File: src/common/fwsr_defs.vh
// fwsr_defs.vh: constants of the flash status-polling controller
// assumes a 50 MHz aclk and a word-mode flash with 20 address bits
`ifndef FWSR_DEFS_VH
`define FWSR_DEFS_VH

// clock and flash bus timing, times in ns
`define FWSR_CLK_NS 20
`define FWSR_T_RC_NS 55
`define FWSR_T_WP_NS 35
`define FWSR_T_WPH_NS 20
`define FWSR_T_OEH_NS 10
// least times round up to whole cycles
`define FWSR_RD_CYC ((`FWSR_T_RC_NS + `FWSR_CLK_NS - 1) / `FWSR_CLK_NS)
`define FWSR_WP_CYC ((`FWSR_T_WP_NS + `FWSR_CLK_NS - 1) / `FWSR_CLK_NS)
`define FWSR_WPH_CYC ((`FWSR_T_WPH_NS + `FWSR_CLK_NS - 1) / `FWSR_CLK_NS)
`define FWSR_OEH_CYC ((`FWSR_T_OEH_NS + `FWSR_CLK_NS - 1) / `FWSR_CLK_NS)
// data pins pass two synchroniser stages before sampling
`define FWSR_SYNC_CYC 2

// register offsets
`define FWSR_REG_CTRL 8'h00
`define FWSR_REG_ADDR 8'h04
`define FWSR_REG_WDATA 8'h08
`define FWSR_REG_STATUS 8'h0C
`define FWSR_REG_RDATA 8'h10

// control register fields
`define FWSR_CTRL_OP_LSB 0
`define FWSR_CTRL_CONT 8
`define FWSR_CTRL_ABORT 9

// opcodes
`define FWSR_OP_NONE 3'h0
`define FWSR_OP_WRITE 3'h1
`define FWSR_OP_READ 3'h2
`define FWSR_OP_POLL 3'h3
`define FWSR_OP_RESET 3'h4
`define FWSR_OP_SECTOR 3'h5
`define FWSR_OP_TIMER 3'h6

// status register fields
`define FWSR_ST_BUSY 0
`define FWSR_ST_OK 1
`define FWSR_ST_FAIL 2
`define FWSR_ST_TIMER 3
`define FWSR_ST_NOT_ACC 4
`define FWSR_ST_RDY 5
`define FWSR_ST_TOG2 6
`define FWSR_ST_PENDING 7

// status bit positions on the flash data bus
`define FWSR_DQ_POLL 7
`define FWSR_DQ_TOG1 6
`define FWSR_DQ_FAIL 5
`define FWSR_DQ_TMR 3
`define FWSR_DQ_TOG2 2

// reset command word written to return the flash to array reads
`define FWSR_RESET_CMD 16'h00F0

// AXI responses
`define FWSR_RESP_OKAY 2'b00
`define FWSR_RESP_SLVERR 2'b10

`endif

File: src/core/fwsr_bus_cycle.v
// fwsr_bus_cycle: runs one read or one write cycle on the flash pins
// assumes the flash is asynchronous; dq inputs arrive from outside aclk
`timescale 1ns/100ps
`default_nettype none
`include "fwsr_defs.vh"

module fwsr_bus_cycle (
	// clock and reset
	input wire aclk,
	input wire aresetn,
	// request
	input wire start,
	input wire is_write,
	input wire [19:0] addr,
	input wire [15:0] wdata,
	output reg done,
	output reg [15:0] rdata,
	// flash pins
	output reg [19:0] flash_addr,
	input wire [15:0] flash_dq_i,
	output reg [15:0] flash_dq_o,
	output reg flash_dq_oe,
	output reg flash_ce_n,
	output reg flash_oe_n,
	output reg flash_we_n
);

localparam [2:0] C_IDLE = 3'b001;
localparam [2:0] C_ACT = 3'b010;
localparam [2:0] C_HOLD = 3'b100;
// cycle lengths in aclk periods; cut to the counter width on use
localparam integer WP_LEN = `FWSR_WP_CYC;
localparam integer RD_LEN = `FWSR_RD_CYC + `FWSR_SYNC_CYC;
localparam integer GAP_LEN = `FWSR_WPH_CYC + `FWSR_OEH_CYC;

reg [2:0] st_q;
reg [3:0] cnt_q;
reg wr_q;
reg [15:0] dq_s1_q;
reg [15:0] dq_s2_q;

////////////////////////////////////////////////////////////////////////
// data pin synchroniser, only the second stage is sampled
always @(posedge aclk) begin
	if (!aresetn) begin
		dq_s1_q <= 16'h0000;
		dq_s2_q <= 16'h0000;
	end else begin
		dq_s1_q <= flash_dq_i;
		dq_s2_q <= dq_s1_q;
	end
end

////////////////////////////////////////////////////////////////////////
// cycle sequencer; ce and oe rise together so every read is a full
// completed cycle, which is what makes the toggle bit advance
always @(posedge aclk) begin
	if (!aresetn) begin
		st_q <= C_IDLE;
		cnt_q <= 4'h0;
		wr_q <= 1'b0;
		done <= 1'b0;
		rdata <= 16'h0000;
		flash_addr <= 20'h0_0000;
		flash_dq_o <= 16'h0000;
		flash_dq_oe <= 1'b0;
		flash_ce_n <= 1'b1;
		flash_oe_n <= 1'b1;
		flash_we_n <= 1'b1;
	end else begin
		done <= 1'b0;
		case (st_q)
		C_IDLE: begin
			if (start) begin
				st_q <= C_ACT;
				wr_q <= is_write;
				flash_addr <= addr;
				flash_ce_n <= 1'b0;
				if (is_write) begin
					flash_we_n <= 1'b0;
					flash_dq_o <= wdata;
					flash_dq_oe <= 1'b1;
					cnt_q <= WP_LEN[3:0];
				end else begin
					flash_oe_n <= 1'b0;
					// access time plus synchroniser latency
					cnt_q <= RD_LEN[3:0];
				end
			end
		end
		C_ACT: begin
			if (cnt_q == 4'h1) begin
				if (!wr_q) begin
					rdata <= dq_s2_q;
				end
				flash_ce_n <= 1'b1;
				flash_oe_n <= 1'b1;
				flash_we_n <= 1'b1;
				st_q <= C_HOLD;
				// gap covers write pulse high and status oe hold
				cnt_q <= GAP_LEN[3:0];
			end else begin
				cnt_q <= cnt_q - 4'h1;
			end
		end
		C_HOLD: begin
			flash_dq_oe <= 1'b0;
			if (cnt_q == 4'h1) begin
				st_q <= C_IDLE;
				done <= 1'b1;
			end else begin
				cnt_q <= cnt_q - 4'h1;
			end
		end
		default: begin
			st_q <= C_IDLE;
		end
		endcase
	end
end

endmodule
`default_nettype wire

File: src/core/fwsr_ctrl.v
// fwsr_ctrl: host controller that issues flash cycles and runs the
// toggle-bit status algorithm, ordered by software over AXI4-Lite
// assumes software loads ADDR with a valid status address before polling
//
// Summary of operation
// - status check always begins with two back-to-back full bus reads
// - toggling after the pair with fail bit high triggers a recheck
// - still toggling on recheck means failure; reset command is written
// - a resumed or restarted poll begins again with a fresh read pair
// - after failure flash stays out of array reads until reset command
// - timer bit may be skipped only if sector commands come under 50 us
// - timer bit is checked before and after each added sector command
// - status reads use the program address or an erasing sector address
`timescale 1ns/100ps
`default_nettype none
`include "fwsr_defs.vh"

module fwsr_ctrl (
	// clock and reset
	input wire aclk,
	input wire aresetn,
	// axi4-lite write address and data
	input wire [7:0] s_awaddr,
	input wire s_awvalid,
	output reg s_awready,
	input wire [31:0] s_wdata,
	input wire [3:0] s_wstrb,
	input wire s_wvalid,
	output reg s_wready,
	output reg [1:0] s_bresp,
	output reg s_bvalid,
	input wire s_bready,
	// axi4-lite read
	input wire [7:0] s_araddr,
	input wire s_arvalid,
	output reg s_arready,
	output reg [31:0] s_rdata,
	output reg [1:0] s_rresp,
	output reg s_rvalid,
	input wire s_rready,
	// flash pins
	output wire [19:0] flash_addr,
	input wire [15:0] flash_dq_i,
	output wire [15:0] flash_dq_o,
	output wire flash_dq_oe,
	output wire flash_ce_n,
	output wire flash_oe_n,
	output wire flash_we_n,
	input wire ready_busy_pin
);

localparam [8:0] S_IDLE = 9'b0_0000_0001;
localparam [8:0] S_SINGLE = 9'b0_0000_0010;
localparam [8:0] S_RD1 = 9'b0_0000_0100;
localparam [8:0] S_RD2 = 9'b0_0000_1000;
localparam [8:0] S_CHK = 9'b0_0001_0000;
localparam [8:0] S_RST = 9'b0_0010_0000;
localparam [8:0] S_PRE = 9'b0_0100_0000;
localparam [8:0] S_SECT = 9'b0_1000_0000;
localparam [8:0] S_POST = 9'b1_0000_0000;

// register address decode, used by both channels
function map_ok;
	input [7:0] a;
	begin
		map_ok = (a == `FWSR_REG_CTRL) || (a == `FWSR_REG_ADDR) ||
			(a == `FWSR_REG_WDATA) || (a == `FWSR_REG_STATUS) ||
			(a == `FWSR_REG_RDATA);
	end
endfunction

reg [8:0] st_q;
reg [19:0] addr_q;
reg [15:0] wdat_q;
reg cont_q;
reg abort_q;
reg ok_q;
reg fail_q;
reg tmr_q;
reg not_acc_q;
reg tog2_q;
reg pend_q;
reg [15:0] rd_q;
reg [15:0] first_q;
reg go_q;
reg go_wr_q;
reg [15:0] go_dat_q;
reg [7:0] awaddr_q;
reg aw_got_q;
reg [31:0] wd_q;
reg [3:0] ws_q;
reg w_got_q;
reg rb_s1_q;
reg rb_s2_q;
wire cyc_done;
wire [15:0] cyc_rdata;
wire wr_fire;
wire [2:0] op;
wire tog1;
wire [31:0] status;

////////////////////////////////////////////////////////////////////////
fwsr_bus_cycle u_cyc (
	.aclk(aclk),
	.aresetn(aresetn),
	.start(go_q),
	.is_write(go_wr_q),
	.addr(addr_q),
	.wdata(go_dat_q),
	.done(cyc_done),
	.rdata(cyc_rdata),
	.flash_addr(flash_addr),
	.flash_dq_i(flash_dq_i),
	.flash_dq_o(flash_dq_o),
	.flash_dq_oe(flash_dq_oe),
	.flash_ce_n(flash_ce_n),
	.flash_oe_n(flash_oe_n),
	.flash_we_n(flash_we_n)
);

////////////////////////////////////////////////////////////////////////
// ready_busy_pin is open drain and asynchronous, so synchronise it
always @(posedge aclk) begin
	if (!aresetn) begin
		rb_s1_q <= 1'b1;
		rb_s2_q <= 1'b1;
	end else begin
		rb_s1_q <= ready_busy_pin;
		rb_s2_q <= rb_s1_q;
	end
end

////////////////////////////////////////////////////////////////////////
// axi4-lite write: address and data taken in either order
assign wr_fire = aw_got_q && w_got_q && !s_bvalid;
assign op = wd_q[`FWSR_CTRL_OP_LSB +: 3];

always @(posedge aclk) begin
	if (!aresetn) begin
		s_awready <= 1'b0;
		s_wready <= 1'b0;
		s_bvalid <= 1'b0;
		s_bresp <= `FWSR_RESP_OKAY;
		aw_got_q <= 1'b0;
		w_got_q <= 1'b0;
		awaddr_q <= 8'h00;
		wd_q <= 32'h0000_0000;
		ws_q <= 4'h0;
	end else begin
		s_awready <= !aw_got_q && !(s_awvalid && s_awready);
		s_wready <= !w_got_q && !(s_wvalid && s_wready);
		if (s_awvalid && s_awready) begin
			aw_got_q <= 1'b1;
			awaddr_q <= s_awaddr;
		end
		if (s_wvalid && s_wready) begin
			w_got_q <= 1'b1;
			wd_q <= s_wdata;
			ws_q <= s_wstrb;
		end
		if (wr_fire) begin
			s_bvalid <= 1'b1;
			s_bresp <= map_ok(awaddr_q) ? `FWSR_RESP_OKAY :
				`FWSR_RESP_SLVERR;
		end else if (s_bvalid && s_bready) begin
			s_bvalid <= 1'b0;
			aw_got_q <= 1'b0;
			w_got_q <= 1'b0;
		end
	end
end

////////////////////////////////////////////////////////////////////////
// axi4-lite read
assign status = {24'h00_0000, pend_q, tog2_q, rb_s2_q, not_acc_q,
	tmr_q, fail_q, ok_q, !st_q[0]};

always @(posedge aclk) begin
	if (!aresetn) begin
		s_arready <= 1'b0;
		s_rvalid <= 1'b0;
		s_rdata <= 32'h0000_0000;
		s_rresp <= `FWSR_RESP_OKAY;
	end else begin
		if (s_arvalid && s_arready) begin
			s_arready <= 1'b0;
			s_rvalid <= 1'b1;
			s_rresp <= map_ok(s_araddr) ? `FWSR_RESP_OKAY :
				`FWSR_RESP_SLVERR;
			case (s_araddr)
			`FWSR_REG_CTRL: s_rdata <= {22'h00_0000, abort_q, cont_q,
				8'h00};
			`FWSR_REG_ADDR: s_rdata <= {12'h000, addr_q};
			`FWSR_REG_WDATA: s_rdata <= {16'h0000, wdat_q};
			`FWSR_REG_STATUS: s_rdata <= status;
			`FWSR_REG_RDATA: s_rdata <= {16'h0000, rd_q};
			default: s_rdata <= 32'h0000_0000;
			endcase
		end else if (s_rvalid && s_rready) begin
			s_rvalid <= 1'b0;
			s_arready <= 1'b1;
		end else if (!s_rvalid) begin
			s_arready <= 1'b1;
		end
	end
end

////////////////////////////////////////////////////////////////////////
// sequencer; a fresh command word is refused while busy
assign tog1 = first_q[`FWSR_DQ_TOG1] ^ cyc_rdata[`FWSR_DQ_TOG1];

always @(posedge aclk) begin
	if (!aresetn) begin
		st_q <= S_IDLE;
		addr_q <= 20'h0_0000;
		wdat_q <= 16'h0000;
		cont_q <= 1'b0;
		abort_q <= 1'b0;
		ok_q <= 1'b0;
		fail_q <= 1'b0;
		tmr_q <= 1'b0;
		not_acc_q <= 1'b0;
		tog2_q <= 1'b0;
		pend_q <= 1'b0;
		rd_q <= 16'h0000;
		first_q <= 16'h0000;
		go_q <= 1'b0;
		go_wr_q <= 1'b0;
		go_dat_q <= 16'h0000;
	end else begin
		go_q <= 1'b0;
		if (wr_fire && st_q[0]) begin
			if (awaddr_q == `FWSR_REG_ADDR) begin
				addr_q <= wd_q[19:0];
			end
			if (awaddr_q == `FWSR_REG_WDATA) begin
				wdat_q <= wd_q[15:0];
			end
		end
		if (wr_fire && awaddr_q == `FWSR_REG_CTRL && ws_q[1]) begin
			abort_q <= wd_q[`FWSR_CTRL_ABORT];
		end
		if (cyc_done && !go_wr_q) begin
			rd_q <= cyc_rdata;
		end
		case (st_q)
		S_IDLE: begin
			abort_q <= 1'b0;
			if (wr_fire && awaddr_q == `FWSR_REG_CTRL && ws_q[0] &&
				op != `FWSR_OP_NONE) begin
				cont_q <= wd_q[`FWSR_CTRL_CONT];
				ok_q <= 1'b0;
				fail_q <= 1'b0;
				not_acc_q <= 1'b0;
				pend_q <= 1'b0;
				go_q <= 1'b1;
				go_wr_q <= 1'b0;
				go_dat_q <= wdat_q;
				case (op)
				`FWSR_OP_WRITE: begin
					go_wr_q <= 1'b1;
					st_q <= S_SINGLE;
				end
				`FWSR_OP_RESET: begin
					go_wr_q <= 1'b1;
					go_dat_q <= `FWSR_RESET_CMD;
					st_q <= S_RST;
				end
				`FWSR_OP_POLL: st_q <= S_RD1;
				`FWSR_OP_SECTOR: st_q <= S_PRE;
				`FWSR_OP_TIMER: st_q <= S_POST;
				default: st_q <= S_SINGLE;
				endcase
			end
		end
		S_SINGLE: begin
			if (cyc_done) begin
				ok_q <= 1'b1;
				st_q <= S_IDLE;
			end
		end
		S_RD1: begin
			if (cyc_done) begin
				first_q <= cyc_rdata;
				go_q <= 1'b1;
				st_q <= S_RD2;
			end
		end
		S_RD2: begin
			if (cyc_done) begin
				tog2_q <= first_q[`FWSR_DQ_TOG2] ^
					cyc_rdata[`FWSR_DQ_TOG2];
				if (!tog1) begin
					ok_q <= 1'b1;
					st_q <= S_IDLE;
				end else if (cyc_rdata[`FWSR_DQ_FAIL]) begin
					first_q <= cyc_rdata;
					go_q <= 1'b1;
					st_q <= S_CHK;
				end else if (cont_q && !abort_q) begin
					go_q <= 1'b1;
					st_q <= S_RD1;
				end else begin
					pend_q <= 1'b1;
					st_q <= S_IDLE;
				end
			end
		end
		S_CHK: begin
			if (cyc_done) begin
				if (!tog1) begin
					ok_q <= 1'b1;
					st_q <= S_IDLE;
				end else begin
					fail_q <= 1'b1;
					go_q <= 1'b1;
					go_wr_q <= 1'b1;
					go_dat_q <= `FWSR_RESET_CMD;
					st_q <= S_RST;
				end
			end
		end
		S_RST: begin
			if (cyc_done) begin
				ok_q <= !fail_q;
				go_wr_q <= 1'b0;
				st_q <= S_IDLE;
			end
		end
		S_PRE: begin
			// window closed already: the extra command would be ignored
			if (cyc_done) begin
				tmr_q <= cyc_rdata[`FWSR_DQ_TMR];
				if (cyc_rdata[`FWSR_DQ_TMR]) begin
					not_acc_q <= 1'b1;
					st_q <= S_IDLE;
				end else begin
					go_q <= 1'b1;
					go_wr_q <= 1'b1;
					go_dat_q <= wdat_q;
					st_q <= S_SECT;
				end
			end
		end
		S_SECT: begin
			if (cyc_done) begin
				go_q <= 1'b1;
				go_wr_q <= 1'b0;
				st_q <= S_POST;
			end
		end
		S_POST: begin
			if (cyc_done) begin
				tmr_q <= cyc_rdata[`FWSR_DQ_TMR];
				if (go_dat_q == wdat_q && op == `FWSR_OP_SECTOR) begin
					not_acc_q <= cyc_rdata[`FWSR_DQ_TMR];
				end
				ok_q <= 1'b1;
				st_q <= S_IDLE;
			end
		end
		default: begin
			st_q <= S_IDLE;
		end
		endcase
	end
end

endmodule
`default_nettype wire

File: config.mk
export PLATFORM = sky130hd
export DESIGN_NAME = fwsr_ctrl
export DESIGN_NICKNAME = d
export VERILOG_FILES = /design/src/core/fwsr_bus_cycle.v /design/src/core/fwsr_ctrl.v
export VERILOG_INCLUDE_DIRS = /design/src /design/src/common
export SDC_FILE = /design/constraint.sdc
export NUM_CORES = 1
export LEC_CHECK = 0
export BUFFER_PORTS_ARGS = -buffer_cell sky130_fd_sc_hd__clkbuf_2
export CAP_MARGIN = 20
export CORE_MARGIN = 2
export CORE_UTILIZATION = 60
export DETAILED_ROUTE_END_ITERATION = 7
export PLACE_DENSITY_LB_ADDON = 0.15
export SYNTH_ARGS = -nofsm -noshare
export SYNTH_HDL_FRONTEND = slang
export SYNTH_SLANG_ARGS = --single-unit
File: constraint.sdc
create_clock -name aclk -period 7.5 [get_ports aclk]
set_clock_uncertainty 0.2 [all_clocks]
set_input_delay 1.5 -clock aclk [delete_from_list [all_inputs] [get_ports aclk]]
set_output_delay 1.5 -clock aclk [all_outputs]
set_load 0.005 [all_outputs]
* Word level (Yosys, flattened, before mapping) *
Index checks and enable logic that the tools add are counted.

storage, ports and cells
  register bits after elaboration = 266
  word-level logic and storage cells = 284
  output and inout bits = 81
  input port bits = 76

operators by class
  mux-type cells = 99
  equal/unequal tests = 55
  bitwise logic cells = 4
  $add $sub $neg = 1
  reduce and logical (&&, ||, !) cells = 81

operators with widths
  cell                count
  $pmux 20 s5         1
  $mux 16             6
  $mux 9              7
  $pmux 9 s7          1
  $mux 1              51
  $pmux 16 s3         1
  $pmux 9 s4          1
  $eq 8x4->1 const B  4
  $ne 2x1->1 const B  16
  $mux 7              4
  $ne 2x2->1 const B  12
  $reduce_and 6->1    4
  $reduce_and 3->1    6
  $logic_and 1x1->1   17
  $eq 16x16->1        1
  $eq 8x3->1 const B  2
  $eq 8x5->1 const B  2
  $logic_not 8->1     2
  $reduce_or 2->1     8
  $mux 3              5
  $pmux 7 s2          1
  $reduce_and 2->1    7
  $reduce_and 7->1    2
  $reduce_bool 2->1   7
  34 further kinds    72

* Longest topological paths before layout *
  word-level depth = 7
  depth in mapped cells = 10
  gate-level depth less buffers = 8

* Hierarchy *
Synthesis repeated with hierarchy kept, for this count alone.

second synthesis, totals
  cells, all modules = 1160
  area total of the unflattened synthesis = 9835.7 um^2

by module, submodules not included
  module          cells each  area each (um^2)  sequential area each (um^2)  times used
  fwsr_ctrl       796         6515.0            3002.9                       1
  fwsr_bus_cycle  364         3320.7            1941.9                       1

* Worst setup path after synthesis *
No wires, ideal clock.

  kind = input -> register
  start = input port s_araddr[1]
  end = register s_rresp[1]
  stages = 7
  setup time = 128 ps
  data arrival time = 3267 ps
  data required time = 7172 ps
  setup slack = 3906 ps
  path buffers = 1
  cells stage by stage = or4_1 -> or4_1 -> nor2_1 -> clkbuf_1 -> nor3_1 -> a21oi_1 -> nor2_1

on the way
  word-level cells in the longest chain between the ends = 6
  elaborated cells between the ends (all ways) = 10
  classes of those cells = 4 x eq/ne; 1 x mux; 5 x reduce/logical

RTL lines
  item                                                  RTL line         source
  from (decl)                                           fwsr_ctrl.v:34   input wire [7:0] s_araddr,
  $eq 8x3->1 / $logic_not 8->1 (equally long branches)  -
  $logic_or 1x1->1 (3 in a row)                         fwsr_ctrl.v:66   map_ok = (a == `FWSR_REG_CTRL) || (a == `FWSR_REG_ADDR) ||
  $logic_or 1x1->1 (*)                                  fwsr_ctrl.v:66
  $mux 2 (no source line) (*)                           -
  to (signal assigned)                                  fwsr_ctrl.v:183  s_rresp <= `FWSR_RESP_OKAY;
  to (signal assigned)                                  fwsr_ctrl.v:188  s_rresp <= map_ok(s_araddr) ? `FWSR_RESP_OKAY :
  to (decl)                                             fwsr_ctrl.v:38   output reg [1:0] s_rresp,

Every way passes the cells marked *; elsewhere a longest branch is shown, timed or not.
A chain may end at the register's enable or synchronous reset.

* Worst setup path in the final report *
  start = input port s_araddr[1]
  end = register s_rdata[7]

on the way
  word-level cells in the longest chain between the ends = 2
  elaborated cells between the ends (all ways) = 6
  classes of those cells = 4 x eq/ne; 1 x mux; 1 x reduce/logical

RTL lines
  item                                RTL line         source
  $eq 8x5->1 (tied with other cells)  fwsr_ctrl.v:190  case (s_araddr)
  $pmux 20 s5 (*)                     fwsr_ctrl.v:190
  to (signal assigned)                fwsr_ctrl.v:191  `FWSR_REG_CTRL: s_rdata <= {22'h00_0000, abort_q, cont_q,
  to (signal assigned)                fwsr_ctrl.v:193  `FWSR_REG_ADDR: s_rdata <= {12'h000, addr_q};
  to (signal assigned)                fwsr_ctrl.v:194  `FWSR_REG_WDATA: s_rdata <= {16'h0000, wdat_q};
  to (decl)                           fwsr_ctrl.v:37   output reg [31:0] s_rdata,

Marked as above.

==> metrics.md <==
| Metric | Value |
|---|---|
| Status | `complete, no violations` |
| Most common cell after layout, fill and taps aside | `nand2_1` |
| Post-synthesis sequential area ratio | `51.1%` |
| Fin util | `70.7%` |
| Max-slew headroom | `29.3%` |
| Via count | `8206` |
| Reg2reg setup slack | `4390 ps` |
| R2R Path End | `addr_q[19]` |
| Vias in the first global route | `7174` |
| Worst min path class | `reg -> reg` |
| Pint | `2.26 mW` |
| Die Area | `0.0172 mm^2` |
| Worst-margin pin slew | `1060 ps` |
| Comb pwr share | `9.2%` |
| Global-route wire length before repair | `37.2 mm` |
| Initial antenna violation count | `0` |
| Reg power frac | `46.3%` |
| Period Utilization, post-route | `46.6%` |
| R2r startpoint | `awaddr_q[0]` |
| Seq cells post-synth | `247` |
| Clock Sinks | `247` |
| Maximum root-to-sink buffer count | `3` |
| Async S/R FF share, synth | `0%` |
| Main synth FF type | `dfxtp_1` |
| Power Dens Cells | `267 mW/mm^2` |
| Drt total wl | `23.6 mm` |
| Crit path kind | `in -> reg` |
| I/O Pins | `157` |
| Die height | `131 um` |
| Psw | `724 uW` |
| Clk Latency, worst-skew pair | `540 ps` |
| Reg2reg path depth | `6` |
| Compound-Gate Fraction of Synth Area | `16.1%` |
| Hold depth | `1` |
| Post-CTS setup repair buffer count | `0` |
| Net Sw Frac | `24.3%` |
| Final hold viol count | `0` |
| Synth unique cells | `64` |
| Drt first pass iters | `6` |
| RSZ-0062 raised after global routing | `false` |
| Max_cap viols | `0` |
| Layout cells sized above 1 | `15.3%` |
| Post-DP HPWL | `15.9 mm` |
| Post-Synthesis Cells | `1166` |
| Post-synthesis xor/xnor area fraction | `2.45%` |
| Crit path max-delay cell type | `and3b_1` |
| Post-synth EDFFs | `0` |
| Hold_sp | `rb_s1_q` |
| Crit path time final | `3490 ps` |
| FP Rows | `46` |
| Max IR drop VDD | `0.198 mV` |
| Slew Viols, Final | `0` |
| Layout Nets | `1326` |
| Gr ovfl total | `0` |
| Hold endpoint | `rb_s2_q` |
| Average cell area after synthesis | `8.29 um^2` |
| CP arrival | `3760 ps` |
| N_diodes | `0` |
| Leak | `4.31 nW` |
| Area grow syn2layout | `15.7%` |
| PortBufs | `128` |
| Core area | `0.0158 mm^2` |
| Routed wire per std cell | `15.9 um` |
| Clock root buffer | `clkbuf_16` |
| Cell Chain, Critical Path | `clkbuf_2 -> or4_1 -> nor3_1 -> and3b_1 -> a221oi_1 -> o21ai_0` |
| Largest family of logic cells by synthesized area | `simple AND/OR/NAND/NOR gates` |
| Startpoint Class | `input port` |
| DR iter-0 viols | `931` |
| Fmax | `286 MHz` |
| Synth Warn # | `0` |
| Post-cts resize count | `0` |
| Commonest non-fill, non-tap cells in the layout | `nand2_1, dfxtp_1, a21oi_1, clkbuf_2, nor2_1` |
| Mux contribution to synthesized area | `1.03%` |
| Initial core utilization | `61.1%` |
| Post-synthesis cell area | `0.00967 mm^2` |
| Htree depth | `1` |
| Largest net degree at the start of global routing | `103` |
| CTS clk-pin slew, worst paths | `60 ps` |
| CTS buffer count | `25` |
| Critical Path Sink Type | `flop` |
| Setup TNS | `0 ps` |
| Post-Synth Adder-Cell Area | `0.259%` |
| Post-route ant nets | `0` |
| Final setup fails | `0` |
| Synth Area in Simple Gates | `24.1%` |
| DRC violations left | `0` |
| GR Util All Layers | `27.4%` |
| Chip width | `131 um` |
| Vias/cell | `5.53` |
| Data required time of the worst path | `7760 ps` |
| TritonCTS clock tree | `yes` |
| GP Congestion | `0.906` |
| Hold_buf cts | `0` |
| Clk pwr share | `44.5%` |
| Crit Path Max Fanout | `20` |
| Max incr delay on CP | `800 ps` |
critical path: cells and delay by family:
kind / cells / cell delay, ps
simple gates: 3 / 1720
compound gates: 2 / 470
buf+inv: 1 / 70
power groups by stage:
stage | clock [mW] | sequential (mW) | combinational (mW)
detailed placement | 0 | 1.41 | 0.269
floorplan | 0 | 1.39 | 0.228
global route | 1.39 | 1.38 | 0.306
CTS | 1.34 | 1.38 | 0.271
global placement | 0 | 1.41 | 0.267
finish | 1.33 | 1.38 | 0.275
logic make-up (layout without fill, tap and decap cells):
family / after synthesis / in the layout
and+or+nand+nor: 509 / 509
buffers and inverters: 109 / 197
muxes: 10 / 10
xor gates and xnor gates: 27 / 27
other: 1 / 14
AOI/OAI and AO/OA: 261 / 261
DFF: 247 / 247
adders and majority gates: 2 / 2
flip-flops by register name (all words and copies together), names as in the netlist, 2 cells and up:
| register | flops |
|---|---|
| u_cyc.flash_addr | 20 |
| rd_q | 16 |
| s_rdata | 20 |
| addr_q | 20 |
| u_cyc.flash_dq_o | 16 |
| go_dat_q | 16 |
| wdat_q | 16 |
| first_q | 2 |
| u_cyc.st_q | 3 |
| u_cyc.dq_s1_q | 16 |
| ws_q | 2 |
| st_q | 9 |
| u_cyc.rdata | 16 |
| wd_q | 20 |
| u_cyc.cnt_q | 4 |
| u_cyc.dq_s2_q | 16 |
| awaddr_q | 8 |
synth_stat cells (2+ instances only):
cell	count	area (um^2)
and3b_1	6	52.6
o21ai_1	2	10.0
o22ai_1	3	18.8
a221oi_1	14	123
nor3b_1	3	22.5
clkbuf_1	68	255
or4_1	4	30.0
a22o_1	23	201
nand2_1	324	1220
mux2i_1	10	100
and4_1	2	17.5
o21ai_0	32	160
or3_1	2	12.5
inv_1	15	56.3
nor2b_1	5	31.3
dfxtp_1	247	4940
o211ai_1	2	15.0
buf_2	6	30.0
nor4_1	6	37.5
ha_1	2	25.0
nand3_1	16	80.1
and2_1	38	238
nand2b_1	8	50.1
xnor2_1	7	61.3
o21a_1	3	22.5
a222oi_1	3	30.0
xor2_1	20	175
nand3b_1	5	37.5
buf_4	14	105
nor2_1	46	173
and3_1	3	18.8
nand4_1	7	43.8
a21oi_1	165	826
or2_2	2	12.5
a31oi_1	2	12.5
nor3_1	17	85.1
nand4b_1	5	43.8
buf_1	3	11.3
final cells by class:
cell class	count	area [um^2]
Clock inverter	14	195
Multi-Input combinational cell	823	4300
Fill cell	1282	4640
Timing Repair Buffer	135	708
Sequential cell	247	4940
Inverter	16	62.6
Clock buffer	32	702
Tap cell	216	270
through the flow:
step           power (mW)  hold WS [ps]  instances  setup slack [ps]  instance area (um^2)
2_1_floorplan        1.62           186       1179              3910                  9720
3_3_place_gp         1.67           197       1434              3530                 10300
3_5_place_dp         1.68           194       1434              3510                 10300
4_1_cts              2.99           212       1480              4040                 11100
5_1_grt              3.08           241       1483              3880                 11200
6_report             2.98           215       1483              4010                 11200
worst max-delay path by stage:
stage          slack, ps   startpoint          to  depth (start not counted)
2_1_floorplan       3910  s_araddr[1]  s_rresp[1]                          7
3_3_place_gp        3530  s_araddr[1]  s_rdata[7]                          7
3_5_place_dp        3510  s_araddr[1]  s_rdata[7]                          7
4_1_cts             4040  s_araddr[1]  s_rdata[2]                          7
5_1_grt             3880  s_araddr[1]  s_rdata[6]                          6
6_report            4010  s_araddr[1]  s_rdata[7]                          6
per-layer routing:
metal / vias up / share of wire (%) / track usage [%]
met1: 3756 / 44 / 39.0
met4: 0 / 2.8 / 8.95
met2: 327 / 45 / 43.2
met5: - / 0 / 0
li1: 4064 / - / -
met3: 59 / 7.4 / 4.07
(Power assumes the default switching activity.)
